<file path="src/rtl/tpg_pkg.sv">
// Constants, register map and carrier types of the test pattern generator.
package tpg_pkg;

   // =========================================================
   // Register byte offsets on the Avalon-MM slave.
   localparam logic [7:0] TPG_OFS_CTRL   = 8'h00;
   localparam logic [7:0] TPG_OFS_LEVEL  = 8'h04;
   localparam logic [7:0] TPG_OFS_PITCH  = 8'h08;
   localparam logic [7:0] TPG_OFS_STEP   = 8'h0C;
   localparam logic [7:0] TPG_OFS_DELAY  = 8'h10;
   localparam logic [7:0] TPG_OFS_START  = 8'h14;
   localparam logic [7:0] TPG_OFS_WIDTH  = 8'h18;
   localparam logic [7:0] TPG_OFS_STATUS = 8'h1C;

   // =========================================================
   // Field positions inside the control and status words.
   localparam int TPG_CTRL_EN_BIT    = 0;
   localparam int TPG_CTRL_KIND_LSB  = 1;
   localparam int TPG_CTRL_COLOR_LSB = 3;
   localparam int TPG_CTRL_REF_BIT   = 5;
   localparam int TPG_STAT_RUN_BIT   = 10;
   localparam int TPG_STAT_LINE_LSB  = 16;

   // =========================================================
   // Reset values.
   localparam logic [5:0]  TPG_RST_CTRL  = 6'h00;
   localparam logic [9:0]  TPG_RST_LEVEL = 10'h000;
   localparam logic [7:0]  TPG_RST_PITCH = 8'h01;
   localparam logic [7:0]  TPG_RST_STEP  = 8'h00;
   localparam logic [7:0]  TPG_RST_DELAY = 8'h00;
   localparam logic [15:0] TPG_RST_START = 16'h0000;
   localparam logic [15:0] TPG_RST_WIDTH = 16'h0000;

   // Largest pixel code of the 10-bit output.
   localparam logic [9:0]  TPG_CODE_MAX  = 10'h3FF;

   // =========================================================
   // Pattern kinds and color selections as software writes them.
   typedef enum logic [1:0] {
      TPG_KIND_FIXED   = 2'b00,
      TPG_KIND_HGRAD   = 2'b01,
      TPG_KIND_VGRAD   = 2'b10,
      TPG_KIND_LATTICE = 2'b11
   } tpg_kind_t;

   typedef enum logic [1:0] {
      TPG_COL_ALL   = 2'b00,
      TPG_COL_RED   = 2'b01,
      TPG_COL_GREEN = 2'b10,
      TPG_COL_BLUE  = 2'b11
   } tpg_color_t;

   // One pixel of three colors.
   typedef struct packed {
      logic [9:0] red;
      logic [9:0] green;
      logic [9:0] blue;
   } tpg_pix_t;

   // One beat of the output stream.
   typedef struct packed {
      logic     sol;
      logic     active;
      tpg_pix_t pix;
   } tpg_beat_t;

endpackage

</file>
<file path="src/rtl/tpg_buf2.sv">
// Two-entry buffer with valid and ready on both sides.
`timescale 1ns/1ps
`default_nettype none
module tpg_buf2
   import tpg_pkg::*;
#(
   parameter int W = 32
) (
   input  wire logic         core_clk,
   input  wire logic         rst_n,
   input  wire logic         in_valid,
   output logic              in_ready,
   input  wire logic [W-1:0] in_data,
   output logic              out_valid,
   input  wire logic         out_ready,
   output logic [W-1:0]      out_data
);

   // =========================================================
   // Storage and pointers.
   logic [W-1:0] mem_reg [2];
   logic         wr_ptr_reg;
   logic         rd_ptr_reg;
   logic [1:0]   count_reg;
   logic         push;
   logic         pop;

   // Full and empty come straight from the count, so they are honest.
   assign in_ready  = (count_reg != 2'h2);
   assign out_valid = (count_reg != 2'h0);
   assign push      = in_valid & in_ready;
   assign pop       = out_valid & out_ready;
   assign out_data  = mem_reg[rd_ptr_reg];

   // Entries are written only, never reset, to keep the array plain.
   always_ff @(posedge core_clk) begin
      if (push) begin
         mem_reg[wr_ptr_reg] <= in_data;
      end
   end

   // Pointers and occupancy.
   always_ff @(posedge core_clk or negedge rst_n) begin
      if (!rst_n) begin
         wr_ptr_reg <= 1'b0;
         rd_ptr_reg <= 1'b0;
         count_reg  <= 2'h0;
      end else begin
         if (push) wr_ptr_reg <= ~wr_ptr_reg;
         if (pop)  rd_ptr_reg <= ~rd_ptr_reg;
         if (push && !pop) count_reg <= count_reg + 2'h1;
         else if (pop && !push) count_reg <= count_reg - 2'h1;
      end
   end

endmodule
`default_nettype wire

</file>
<file path="src/rtl/tpg_line_ref.sv">
// Line reference edge detector and pixel position counter.
`timescale 1ns/1ps
`default_nettype none
module tpg_line_ref
   import tpg_pkg::*;
(
   input  wire logic   core_clk,
   input  wire logic   rst_n,
   input  wire logic   line_clamp_input,
   input  wire logic   black_clamp_input,
   input  wire logic   ref_sel,
   input  wire logic   advance,
   output logic        line_edge,
   output logic [15:0] pix_pos
);

   logic ref_level;
   logic ref_d_reg;
   logic [15:0] pos_reg;

   // Select clamp (0) or black clamp (1) as the reference.
   assign ref_level = ref_sel ? black_clamp_input : line_clamp_input;
   assign line_edge = ref_level & ~ref_d_reg;
   assign pix_pos   = pos_reg;

   // Previous level for edge detection.
   always_ff @(posedge core_clk or negedge rst_n) begin
      if (!rst_n) ref_d_reg <= 1'b0;
      else        ref_d_reg <= ref_level;
   end

   // Position restarts at each edge and saturates on very long lines.
   always_ff @(posedge core_clk or negedge rst_n) begin
      if (!rst_n) begin
         pos_reg <= 16'h0000;
      end else if (line_edge) begin
         pos_reg <= 16'h0000;
      end else if (advance && pos_reg != 16'hFFFF) begin
         pos_reg <= pos_reg + 16'h0001;
      end
   end

endmodule
`default_nettype wire

</file>
<file path="src/rtl/tpg_top.sv">
// Pixel test pattern generator with Avalon-MM registers.
//
// What this block does
// - Pattern runs continuously from the first reference edge after enable set until software clears it.
// - Kind 00 fixed, 01 horizontal ramp, 10 vertical ramp, 11 lattice.
// - Color select 00 all, 01 red, 10 green, 11 blue.
// - With one color selected the other two output code 1023.
// - Region starts a set number of pixels after the reference edge.
// - Region lasts the programmed width in pixels from its start.
// - Fixed kind outputs the pattern level on every region pixel.
// - Pattern level is 0..1023, fixed level and ramp start code.
// - Horizontal ramp: level for pitch pixels, then add step per pitch.
// - Horizontal code wraps to level past 1023; each line repeats.
// - Vertical ramp: level for pitch lines, then add step per pitch.
// - Vertical code wraps to level past 1023 and repeats.
// - Lattice: first line and every pitch-th line all at step.
// - Other lattice lines: step for one pixel, level for pitch-1.
// - Start delay in lines spaces red, green, blue at first start.
// - Zero start delay starts all three colors on one line.
// - Config bit picks clamp or black clamp rising edge as reference.
`timescale 1ns/1ps
`default_nettype none
module tpg_top
   import tpg_pkg::*;
(
   input  wire logic        core_clk,
   input  wire logic        rst_n,
   input  wire logic [7:0]  avs_address,
   input  wire logic        avs_read,
   input  wire logic        avs_write,
   input  wire logic [31:0] avs_writedata,
   output logic [31:0]      avs_readdata,
   output logic             avs_waitrequest,
   input  wire logic        line_clamp_input,
   input  wire logic        black_clamp_input,
   input  wire tpg_pix_t    adc_pix,
   output tpg_beat_t        pixel_output_bus,
   output logic             pix_out_valid,
   input  wire logic        pix_out_ready
);

   // =========================================================
   // Register storage.
   logic        pattern_enable_reg;
   tpg_kind_t   pattern_kind_reg;
   tpg_color_t  color_select_reg;
   logic        ref_sel_reg;
   logic [9:0]  pattern_level_reg;
   logic [7:0]  pattern_pitch_reg;
   logic [7:0]  pattern_step_reg;
   logic [7:0]  start_delay_reg;
   logic [15:0] region_start_reg;
   logic [15:0] region_width_reg;

   // Bus handshake.
   logic        ack_reg;
   logic [31:0] readdata_reg;
   logic        wr_take;
   logic        rd_prep;
   logic [31:0] rd_value;

   // Pattern state.
   logic        enable_d_reg;
   logic        running_reg;
   logic [15:0] line_cnt_reg;
   logic [7:0]  vcnt_reg;
   logic [9:0]  vcode_reg;
   logic [7:0]  hcnt_reg;
   logic [9:0]  hcode_reg;

   // Per-cycle terms.
   logic        line_edge;
   logic [15:0] pix_pos;
   logic        advance;
   logic [7:0]  pitch_eff;
   logic        in_region;
   logic [16:0] rel_pos;
   logic [10:0] hsum;
   logic [10:0] vsum;
   logic [9:0]  hnext;
   logic [9:0]  vnext;
   logic [9:0]  step_code;
   logic [9:0]  code;
   logic        red_on;
   logic        green_on;
   logic        blue_on;
   logic [16:0] blue_delay;
   logic        apply;
   tpg_beat_t   gen_beat;

   // =========================================================
   // Avalon-MM slave.

   // Every access waits exactly one cycle: waitrequest is high in the
   // first cycle of a request and low in the second, which gives the
   // read mux a full cycle to settle into a flop.
   assign avs_waitrequest = (avs_read | avs_write) & ~ack_reg;
   assign avs_readdata    = readdata_reg;
   assign wr_take         = avs_write & ack_reg;
   assign rd_prep         = avs_read & ~ack_reg;

   // One-cycle acknowledge; it drops after each answered access.
   always_ff @(posedge core_clk or negedge rst_n) begin
      if (!rst_n) begin
         ack_reg <= 1'b0;
      end else begin
         ack_reg <= (avs_read | avs_write) & ~ack_reg;
      end
   end

   // Read mux. Unmapped offsets read as zero.
   always_comb begin
      rd_value = 32'h0000_0000;
      case (avs_address)
         TPG_OFS_CTRL: begin
            rd_value[TPG_CTRL_EN_BIT] = pattern_enable_reg;
            rd_value[TPG_CTRL_KIND_LSB +: 2] = pattern_kind_reg;
            rd_value[TPG_CTRL_COLOR_LSB +: 2] = color_select_reg;
            rd_value[TPG_CTRL_REF_BIT] = ref_sel_reg;
         end
         TPG_OFS_LEVEL:  rd_value[9:0]  = pattern_level_reg;
         TPG_OFS_PITCH:  rd_value[7:0]  = pattern_pitch_reg;
         TPG_OFS_STEP:   rd_value[7:0]  = pattern_step_reg;
         TPG_OFS_DELAY:  rd_value[7:0]  = start_delay_reg;
         TPG_OFS_START:  rd_value[15:0] = region_start_reg;
         TPG_OFS_WIDTH:  rd_value[15:0] = region_width_reg;
         TPG_OFS_STATUS: begin
            rd_value[9:0] = vcode_reg;
            rd_value[TPG_STAT_RUN_BIT] = running_reg;
            rd_value[TPG_STAT_LINE_LSB +: 16] = line_cnt_reg;
         end
         default: rd_value = 32'h0000_0000;
      endcase
   end

   // Read data is captured in the wait cycle and held until the next.
   always_ff @(posedge core_clk or negedge rst_n) begin
      if (!rst_n) begin
         readdata_reg <= 32'h0000_0000;
      end else if (rd_prep) begin
         readdata_reg <= rd_value;
      end
   end

   // Register writes land at the edge where waitrequest is low.
   always_ff @(posedge core_clk or negedge rst_n) begin
      if (!rst_n) begin
         pattern_enable_reg <= TPG_RST_CTRL[TPG_CTRL_EN_BIT];
         pattern_kind_reg   <= tpg_kind_t'(TPG_RST_CTRL[2:1]);
         color_select_reg   <= tpg_color_t'(TPG_RST_CTRL[4:3]);
         ref_sel_reg        <= TPG_RST_CTRL[TPG_CTRL_REF_BIT];
         pattern_level_reg  <= TPG_RST_LEVEL;
         pattern_pitch_reg  <= TPG_RST_PITCH;
         pattern_step_reg   <= TPG_RST_STEP;
         start_delay_reg    <= TPG_RST_DELAY;
         region_start_reg   <= TPG_RST_START;
         region_width_reg   <= TPG_RST_WIDTH;
      end else if (wr_take) begin
         case (avs_address)
            TPG_OFS_CTRL: begin
               pattern_enable_reg <= avs_writedata[TPG_CTRL_EN_BIT];
               pattern_kind_reg   <=
                  tpg_kind_t'(avs_writedata[TPG_CTRL_KIND_LSB +: 2]);
               color_select_reg   <=
                  tpg_color_t'(avs_writedata[TPG_CTRL_COLOR_LSB +: 2]);
               ref_sel_reg        <= avs_writedata[TPG_CTRL_REF_BIT];
            end
            TPG_OFS_LEVEL: pattern_level_reg <= avs_writedata[9:0];
            TPG_OFS_PITCH: pattern_pitch_reg <= avs_writedata[7:0];
            TPG_OFS_STEP:  pattern_step_reg  <= avs_writedata[7:0];
            TPG_OFS_DELAY: start_delay_reg   <= avs_writedata[7:0];
            TPG_OFS_START: region_start_reg  <= avs_writedata[15:0];
            TPG_OFS_WIDTH: region_width_reg  <= avs_writedata[15:0];
            default: ;
         endcase
      end
   end

   // =========================================================
   // Line reference and pixel position.

   // The generator advances one pixel for each beat the buffer takes,
   // so a stalled receiver freezes the pattern instead of dropping it.
   tpg_line_ref u_line_ref (
      .core_clk          (core_clk),
      .rst_n             (rst_n),
      .line_clamp_input  (line_clamp_input),
      .black_clamp_input (black_clamp_input),
      .ref_sel           (ref_sel_reg),
      .advance           (advance),
      .line_edge         (line_edge),
      .pix_pos           (pix_pos)
   );

   // A pitch of zero behaves as one so the counters never hang.
   assign pitch_eff = (pattern_pitch_reg == 8'h00) ? 8'h01
                                                  : pattern_pitch_reg;

   // Region test on the position relative to the programmed start.
   assign rel_pos   = {1'b0, pix_pos} - {1'b0, region_start_reg};
   assign in_region = (pix_pos >= region_start_reg) &&
                      (rel_pos[15:0] < region_width_reg);

   // =========================================================
   // Run state and line counting.

   // Enable history for the restart on a fresh enable.
   always_ff @(posedge core_clk or negedge rst_n) begin
      if (!rst_n) enable_d_reg <= 1'b0;
      else        enable_d_reg <= pattern_enable_reg;
   end

   // Running begins at the first reference edge after enable and
   // lasts until software clears the enable.
   always_ff @(posedge core_clk or negedge rst_n) begin
      if (!rst_n) begin
         running_reg <= 1'b0;
      end else if (!pattern_enable_reg) begin
         running_reg <= 1'b0;
      end else if (pattern_enable_reg && !enable_d_reg) begin
         running_reg <= 1'b0;
      end else if (line_edge) begin
         running_reg <= 1'b1;
      end
   end

   // Lines since start, saturating; feeds the color start delay.
   always_ff @(posedge core_clk or negedge rst_n) begin
      if (!rst_n) begin
         line_cnt_reg <= 16'h0000;
      end else if (!running_reg) begin
         line_cnt_reg <= 16'h0000;
      end else if (line_edge && line_cnt_reg != 16'hFFFF) begin
         line_cnt_reg <= line_cnt_reg + 16'h0001;
      end
   end

   // =========================================================
   // Gradation codes.

   // The sums carry an extra bit; a carry means the code went past
   // the top and the ramp starts over from the level.
   assign hsum  = {1'b0, hcode_reg} + {3'b000, pattern_step_reg};
   assign vsum  = {1'b0, vcode_reg} + {3'b000, pattern_step_reg};
   assign hnext = hsum[10] ? pattern_level_reg : hsum[9:0];
   assign vnext = vsum[10] ? pattern_level_reg : vsum[9:0];

   // Vertical pitch counter and code, stepped once per line.
   always_ff @(posedge core_clk or negedge rst_n) begin
      if (!rst_n) begin
         vcnt_reg  <= 8'h00;
         vcode_reg <= 10'h000;
      end else if (line_edge) begin
         if (!running_reg) begin
            vcnt_reg  <= 8'h00;
            vcode_reg <= pattern_level_reg;
         end else if (vcnt_reg >= pitch_eff - 8'h01) begin
            vcnt_reg  <= 8'h00;
            vcode_reg <= vnext;
         end else begin
            vcnt_reg  <= vcnt_reg + 8'h01;
         end
      end
   end

   // Horizontal pitch counter and code, reloaded at every line so
   // each line repeats the same ramp.
   always_ff @(posedge core_clk or negedge rst_n) begin
      if (!rst_n) begin
         hcnt_reg  <= 8'h00;
         hcode_reg <= 10'h000;
      end else if (line_edge) begin
         hcnt_reg  <= 8'h00;
         hcode_reg <= pattern_level_reg;
      end else if (advance && in_region) begin
         if (hcnt_reg >= pitch_eff - 8'h01) begin
            hcnt_reg  <= 8'h00;
            hcode_reg <= hnext;
         end else begin
            hcnt_reg  <= hcnt_reg + 8'h01;
         end
      end
   end

   // =========================================================
   // Pattern code and color composition.

   assign step_code = {2'b00, pattern_step_reg};

   // Code selected by the pattern kind.
   always_comb begin
      code = pattern_level_reg;
      case (pattern_kind_reg)
         TPG_KIND_FIXED:   code = pattern_level_reg;
         TPG_KIND_HGRAD:   code = hcode_reg;
         TPG_KIND_VGRAD:   code = vcode_reg;
         TPG_KIND_LATTICE: begin
            if (vcnt_reg == 8'h00)      code = step_code;
            else if (hcnt_reg == 8'h00) code = step_code;
            else                        code = pattern_level_reg;
         end
         default: code = pattern_level_reg;
      endcase
   end

   // Staggered color start, counted in lines from the first edge.
   // The delay only matters at start because the counter saturates.
   assign blue_delay = {9'h000, start_delay_reg} << 1;
   assign red_on   = running_reg;
   assign green_on = running_reg &&
                     (line_cnt_reg >= {8'h00, start_delay_reg});
   assign blue_on  = running_reg &&
                     ({1'b0, line_cnt_reg} >= blue_delay);

   assign apply = pattern_enable_reg && running_reg && in_region;

   // Replace samples in the region; outside it samples pass through.
   always_comb begin
      gen_beat.sol    = line_edge;
      gen_beat.active = apply;
      gen_beat.pix    = adc_pix;
      if (apply) begin
         case (color_select_reg)
            TPG_COL_ALL: begin
               if (red_on)   gen_beat.pix.red   = code;
               if (green_on) gen_beat.pix.green = code;
               if (blue_on)  gen_beat.pix.blue  = code;
            end
            TPG_COL_RED: begin
               gen_beat.pix.red   = red_on ? code : adc_pix.red;
               gen_beat.pix.green = TPG_CODE_MAX;
               gen_beat.pix.blue  = TPG_CODE_MAX;
            end
            TPG_COL_GREEN: begin
               gen_beat.pix.red   = TPG_CODE_MAX;
               gen_beat.pix.green = green_on ? code : adc_pix.green;
               gen_beat.pix.blue  = TPG_CODE_MAX;
            end
            TPG_COL_BLUE: begin
               gen_beat.pix.red   = TPG_CODE_MAX;
               gen_beat.pix.green = TPG_CODE_MAX;
               gen_beat.pix.blue  = blue_on ? code : adc_pix.blue;
            end
            default: gen_beat.pix = adc_pix;
         endcase
      end
   end

   // =========================================================
   // Output buffer; the stream offers a beat every cycle.
   tpg_buf2 #(
      .W ($bits(tpg_beat_t))
   ) u_buf (
      .core_clk  (core_clk),
      .rst_n     (rst_n),
      .in_valid  (1'b1),
      .in_ready  (advance),
      .in_data   (gen_beat),
      .out_valid (pix_out_valid),
      .out_ready (pix_out_ready),
      .out_data  (pixel_output_bus)
   );

   // =========================================================
   // Assertions.

   a_bus_one_wait: assert property (@(posedge core_clk) disable iff (!rst_n)
      (avs_read || avs_write) && avs_waitrequest |=> !avs_waitrequest
   ) else $error("Access not answered after one wait cycle.");

   a_disable_pass: assert property (@(posedge core_clk) disable iff (!rst_n)
      !pattern_enable_reg |-> gen_beat.pix == adc_pix && !gen_beat.active
   ) else $error("Samples replaced while pattern disabled.");

   a_region_gate: assert property (@(posedge core_clk) disable iff (!rst_n)
      (pix_pos < region_start_reg) |-> gen_beat.pix == adc_pix
   ) else $error("Pattern output before region start.");

   a_fixed_level: assert property (@(posedge core_clk) disable iff (!rst_n)
      apply && pattern_kind_reg == TPG_KIND_FIXED &&
      color_select_reg == TPG_COL_RED |->
      gen_beat.pix.red == pattern_level_reg
   ) else $error("Fixed pattern does not show the level.");

   a_unsel_max: assert property (@(posedge core_clk) disable iff (!rst_n)
      apply && color_select_reg == TPG_COL_GREEN |->
      gen_beat.pix.red == 10'h3FF && gen_beat.pix.blue == 10'h3FF
   ) else $error("Unselected color not at maximum code.");

   a_hgrad_reload: assert property (@(posedge core_clk) disable iff (!rst_n)
      line_edge |=> hcode_reg == $past(pattern_level_reg) &&
                    hcnt_reg == 8'h00
   ) else $error("Horizontal ramp not reloaded at line edge.");

   a_hgrad_wrap: assert property (@(posedge core_clk) disable iff (!rst_n)
      !line_edge && advance && in_region && hsum[10] &&
      hcnt_reg >= pitch_eff - 8'h01 |=>
      hcode_reg == $past(pattern_level_reg)
   ) else $error("Horizontal ramp did not wrap to level.");

   a_lattice_line: assert property (@(posedge core_clk) disable iff (!rst_n)
      apply && pattern_kind_reg == TPG_KIND_LATTICE &&
      vcnt_reg == 8'h00 && color_select_reg == TPG_COL_ALL |->
      gen_beat.pix.red == {2'b00, pattern_step_reg}
   ) else $error("Lattice line not at step level.");

   a_restart_on: assert property (@(posedge core_clk) disable iff (!rst_n)
      $rose(pattern_enable_reg) |=> !running_reg ##1 line_cnt_reg == 16'h0
   ) else $error("Enable did not restart line state.");

   a_green_hold: assert property (@(posedge core_clk) disable iff (!rst_n)
      apply && color_select_reg == TPG_COL_ALL &&
      line_cnt_reg < {8'h00, start_delay_reg} |->
      gen_beat.pix.green == adc_pix.green
   ) else $error("Green started before its delay.");

endmodule
`default_nettype wire

</file>
<file path="config.mk">
export PLATFORM = sky130hd
export DESIGN_NAME = tpg_top
export DESIGN_NICKNAME = d
export VERILOG_FILES = /design/src/rtl/tpg_pkg.sv /design/src/rtl/tpg_buf2.sv /design/src/rtl/tpg_line_ref.sv /design/src/rtl/tpg_top.sv
export SDC_FILE = /design/constraint.sdc
export NUM_CORES = 1
export LEC_CHECK = 0
export BUFFER_PORTS_ARGS = -buffer_cell sky130_fd_sc_hd__buf_2
export CAP_MARGIN = 30
export CORE_ASPECT_RATIO = 0.5
export CORE_UTILIZATION = 25
export DETAILED_ROUTE_END_ITERATION = 7
export GPL_TIMING_DRIVEN = 0
export SYNTH_ARGS = -nofsm -noshare
export SYNTH_HDL_FRONTEND = slang
export SYNTH_SLANG_ARGS = --single-unit
</file>
<file path="constraint.sdc">
create_clock -name core_clk -period 11.2 [get_ports core_clk]
set_input_delay 0.56 -clock core_clk [delete_from_list [all_inputs] [get_ports core_clk]]
set_output_delay 0.56 -clock core_clk [all_outputs]
set_load 0.01 [all_outputs]
</file>
==> metrics.txt <==
run status completed; post-synth top area cell dfrtp_1; Die X 336 um; TritonRoute pass-1 iters 6; commonest cells in the netlist 179 x dfrtp_1, 120 x nand2_1, 110 x mux2_2, 87 x nor2_1, 86 x ha_1; CTS clk-pin slew, worst paths 0.06 ns; Syn Inst Count 1,322; WL/cell 17.3 um; crit path cell chain inv_1, ha_1, fa_1, nand2b_1, a211oi_2, o31ai_1, nor2b_1, o21ai_0, a211o_1, xnor2_1, ha_1, a21oi_1, nand2_1, a21oi_1, o21ai_1, nor3b_1, nand2_1, o2bb2ai_1; min Tclk post-route 4.71 ns; GRT Resource Usage Total 13.5%; Tcrit/Tclk final 42.0%; crit-path max FO 10; Clock Path Buffers 3; multiplexer share of the synthesized area 11.3%; H-tree depth 1; XOR/XNOR Fraction of Synth Area 3.77%; DR top layer met4; Slew HR 38.7%; DRT Wirelength 39,000 um; DR iter-0 viols 908; number of flops mapped to enable cells by yosys 64; syn avg cell area 10.5 um^2; Max Freq 212 MHz; wire length on met3 1730 um; vias 10,800; max FFs per register 64; critical path class reg2reg; Routed Antenna Nets 0; Area Growth Syn to Fin 19.1%; share of synthesized flip-flops with an asynchronous set or reset 73.8%; largest family of logic cells by synthesized area compound AO/OA/AOI/OAI gates; Yosys reg bits 244; gr ovfl total 0; Crit path max-delay family compound AO/OA/AOI/OAI gates; layout cells sized above 1 22.0%; Setup Buffers After CTS 0; top-count cell post-synth dfrtp_1; Final Util 30.5%; syn_nets 1,488; die height 169 um; Final setup violation count 0; synth unique cells 74; first-pass GRT wire length 60,900 um; I/O Pins 143; HPWL Detailed 29,100 um; DRC viols 0; worst path arrival time 4.99 ns; unrepaired setup endpoints after global routing no; root buffer cell clkbuf_16; num rows 60; placed insts 2,196; layout net count 1,649; Syn. warnings 0; Hold/Removal Path Class in2reg; Primary FF master, synth dfrtp_1; Setup crit end kind flip-flop; Port Buffers 126; fill count 5,619; register area share after synthesis 46.1%; post-synth top area share 32.1%; Placer Congestion 0.913; initial antenna violation count 2; post-synthesis compound-gate area fraction 14.2%; slowest cell delay on critical path 0.47 ns; top cells by area, synth dfrtp_1 32%, edfxtp_1 14%, mux2_2 8.9%; clock skew 0.0216 ns; Worst-Skew Late Latency 0.57 ns; Pins Over Slew Limit 0; Num CTS Buffers 28; Worst Setup Start Kind flip-flop; Critical Path RT 11.49 ns; die area 56,800 um^2; multi-input logic area 7040 um^2; maxcap violations 0; clock sinks 244; synthesized-area fraction occupied by adder cells 8.15%; met2 WL 18,600 um; Hold Vio Cnt, Final 0; Critical path buffers and inverters 1; met1 wire length 17,700 um; Total Negative Setup Slacks 0 ns; Cell Area, Synth 13,900 um^2; Simple-Gate Fraction of Synth Area 12.9%; Slew @ Worst Pin 0.912 ns; peak supply drop 0.105 mV; vias in the first global route 10,500; Initial Utilization 25.6%; Critical-path top delay cell nor3b_1; area of the core 54,400 um^2; Register Area 6430 um^2; pwr/cell area 179 nW/um^2; Lkg Pwr 7.21 nW; CTS tree yes; largest net degree at the start of global routing 103; Cell Count, Final, Fillers Out 2,250; Avg Vias per Cell 4.81
## cell type report
class | instances | area share, %
multi-input combinational | 955 | 42.4
sequential | 244 | 38.7
tap | 744 | 5.61
clock buffer | 35 | 4.50
timing repair buffer | 131 | 4.42
inverter | 78 | 1.76
clock inverter | 16 | 1.38
buffer | 45 | 1.18
antenna | 2 | 0.0302
## placed cells by master, fill, tap and decap left out, types with 6 or more instances in the layout
master,count
dfrtp_1,179
buf_2,135
nand2_1,120
mux2_2,110
nor2_1,86
ha_1,86
inv_1,77
o21ai_0,75
edfxtp_1,64
a21oi_1,61
nand3_1,38
clkbuf_1,37
xnor2_1,34
clkbuf_16,28
o2bb2ai_1,27
xor2_1,26
mux2i_1,23
a22oi_1,22
nand2b_1,20
nor3_1,19
and3_1,17
a22o_1,16
nand4_1,15
nor2b_1,12
o21a_1,11
o22ai_1,9
a211oi_1,8
nor4_1,8
a31oi_1,8
a21o_1,7
o31ai_1,7
a221oi_1,7
and2_1,6
or2_2,6
## metal layers
metal,global-route usage [%],up-vias
met5,0,-
met4,3.43,0
met3,1.87,60
met2,22.2,243
met1,18.7,5366
li1,-,5159
## logic make-up after synthesis
kind of cell,Yosys count
AOI/OAI and AO/OA,294
DFF,244
adders and majority gates,89
and+or+nand+nor,374
muxes,138
xor gates and xnor gates,60
buffers and inverters,123
## power by group
group | switching (mW) | internal, mW | leakage (nW)
Clock | 0.382 | 0.589 | 0.477
Combinational | 0.520 | 0.381 | 3.64
Sequential | 0.0532 | 1.05 | 3.09
Total | 0.955 | 2.02 | 7.21
## worst paths after layout
check	start	to	slack, ns	depth (start not counted)
worst max-delay path	u_line_ref.pix_pos[0]	u_buf.mem_reg[1][11]	6.49	18
max in group asynchronous	rst_n	vcnt_reg[6]	9.69	3
worst min register to register	ack_reg	ack_reg	0.47	1
min in group asynchronous	rst_n	u_line_ref.ref_d_reg	0.55	2
worst max register to register	u_line_ref.pix_pos[0]	u_buf.mem_reg[1][11]	6.49	18
worst min-delay path	pix_out_ready	u_buf.count_reg[0]	0.23	2
## metrics by stage
stage | total power [mW] | cell area (um^2) | hold WS, ns | worst slack (ns)
after floorplan | 1.71 | 13900 | 0.264 | 7.28
after global placement | 1.99 | 15500 | 0.448 | 6.48
after detailed placement | 2.02 | 15600 | 0.462 | 6.48
after CTS | 3.01 | 16600 | 0.205 | 6.46
after global routing | 3.13 | 16600 | 0.244 | 6.12
final | 2.97 | 16600 | 0.231 | 6.49
## timing repair
| item | in CTS | in global routing |
|---|---|---|
| hold buffers | 1 | 0 |
| resized for setup | 0 | 0 |
| endpoints found under the hold margin | 7 | 0 |
## worst reg2reg max path: cells and delay by family (launching register included)
kind | cells | cell delay, ns
DFF | 1 | 0.40
adders and majority gates | 3 | 0.90
xor gates and xnor gates | 1 | 0.19
and+or+nand+nor | 5 | 1.21
buffers and inverters | 1 | 0.08
AOI/OAI and AO/OA | 8 | 1.66
No activity file was read; power rests on OpenSTA's default activity.
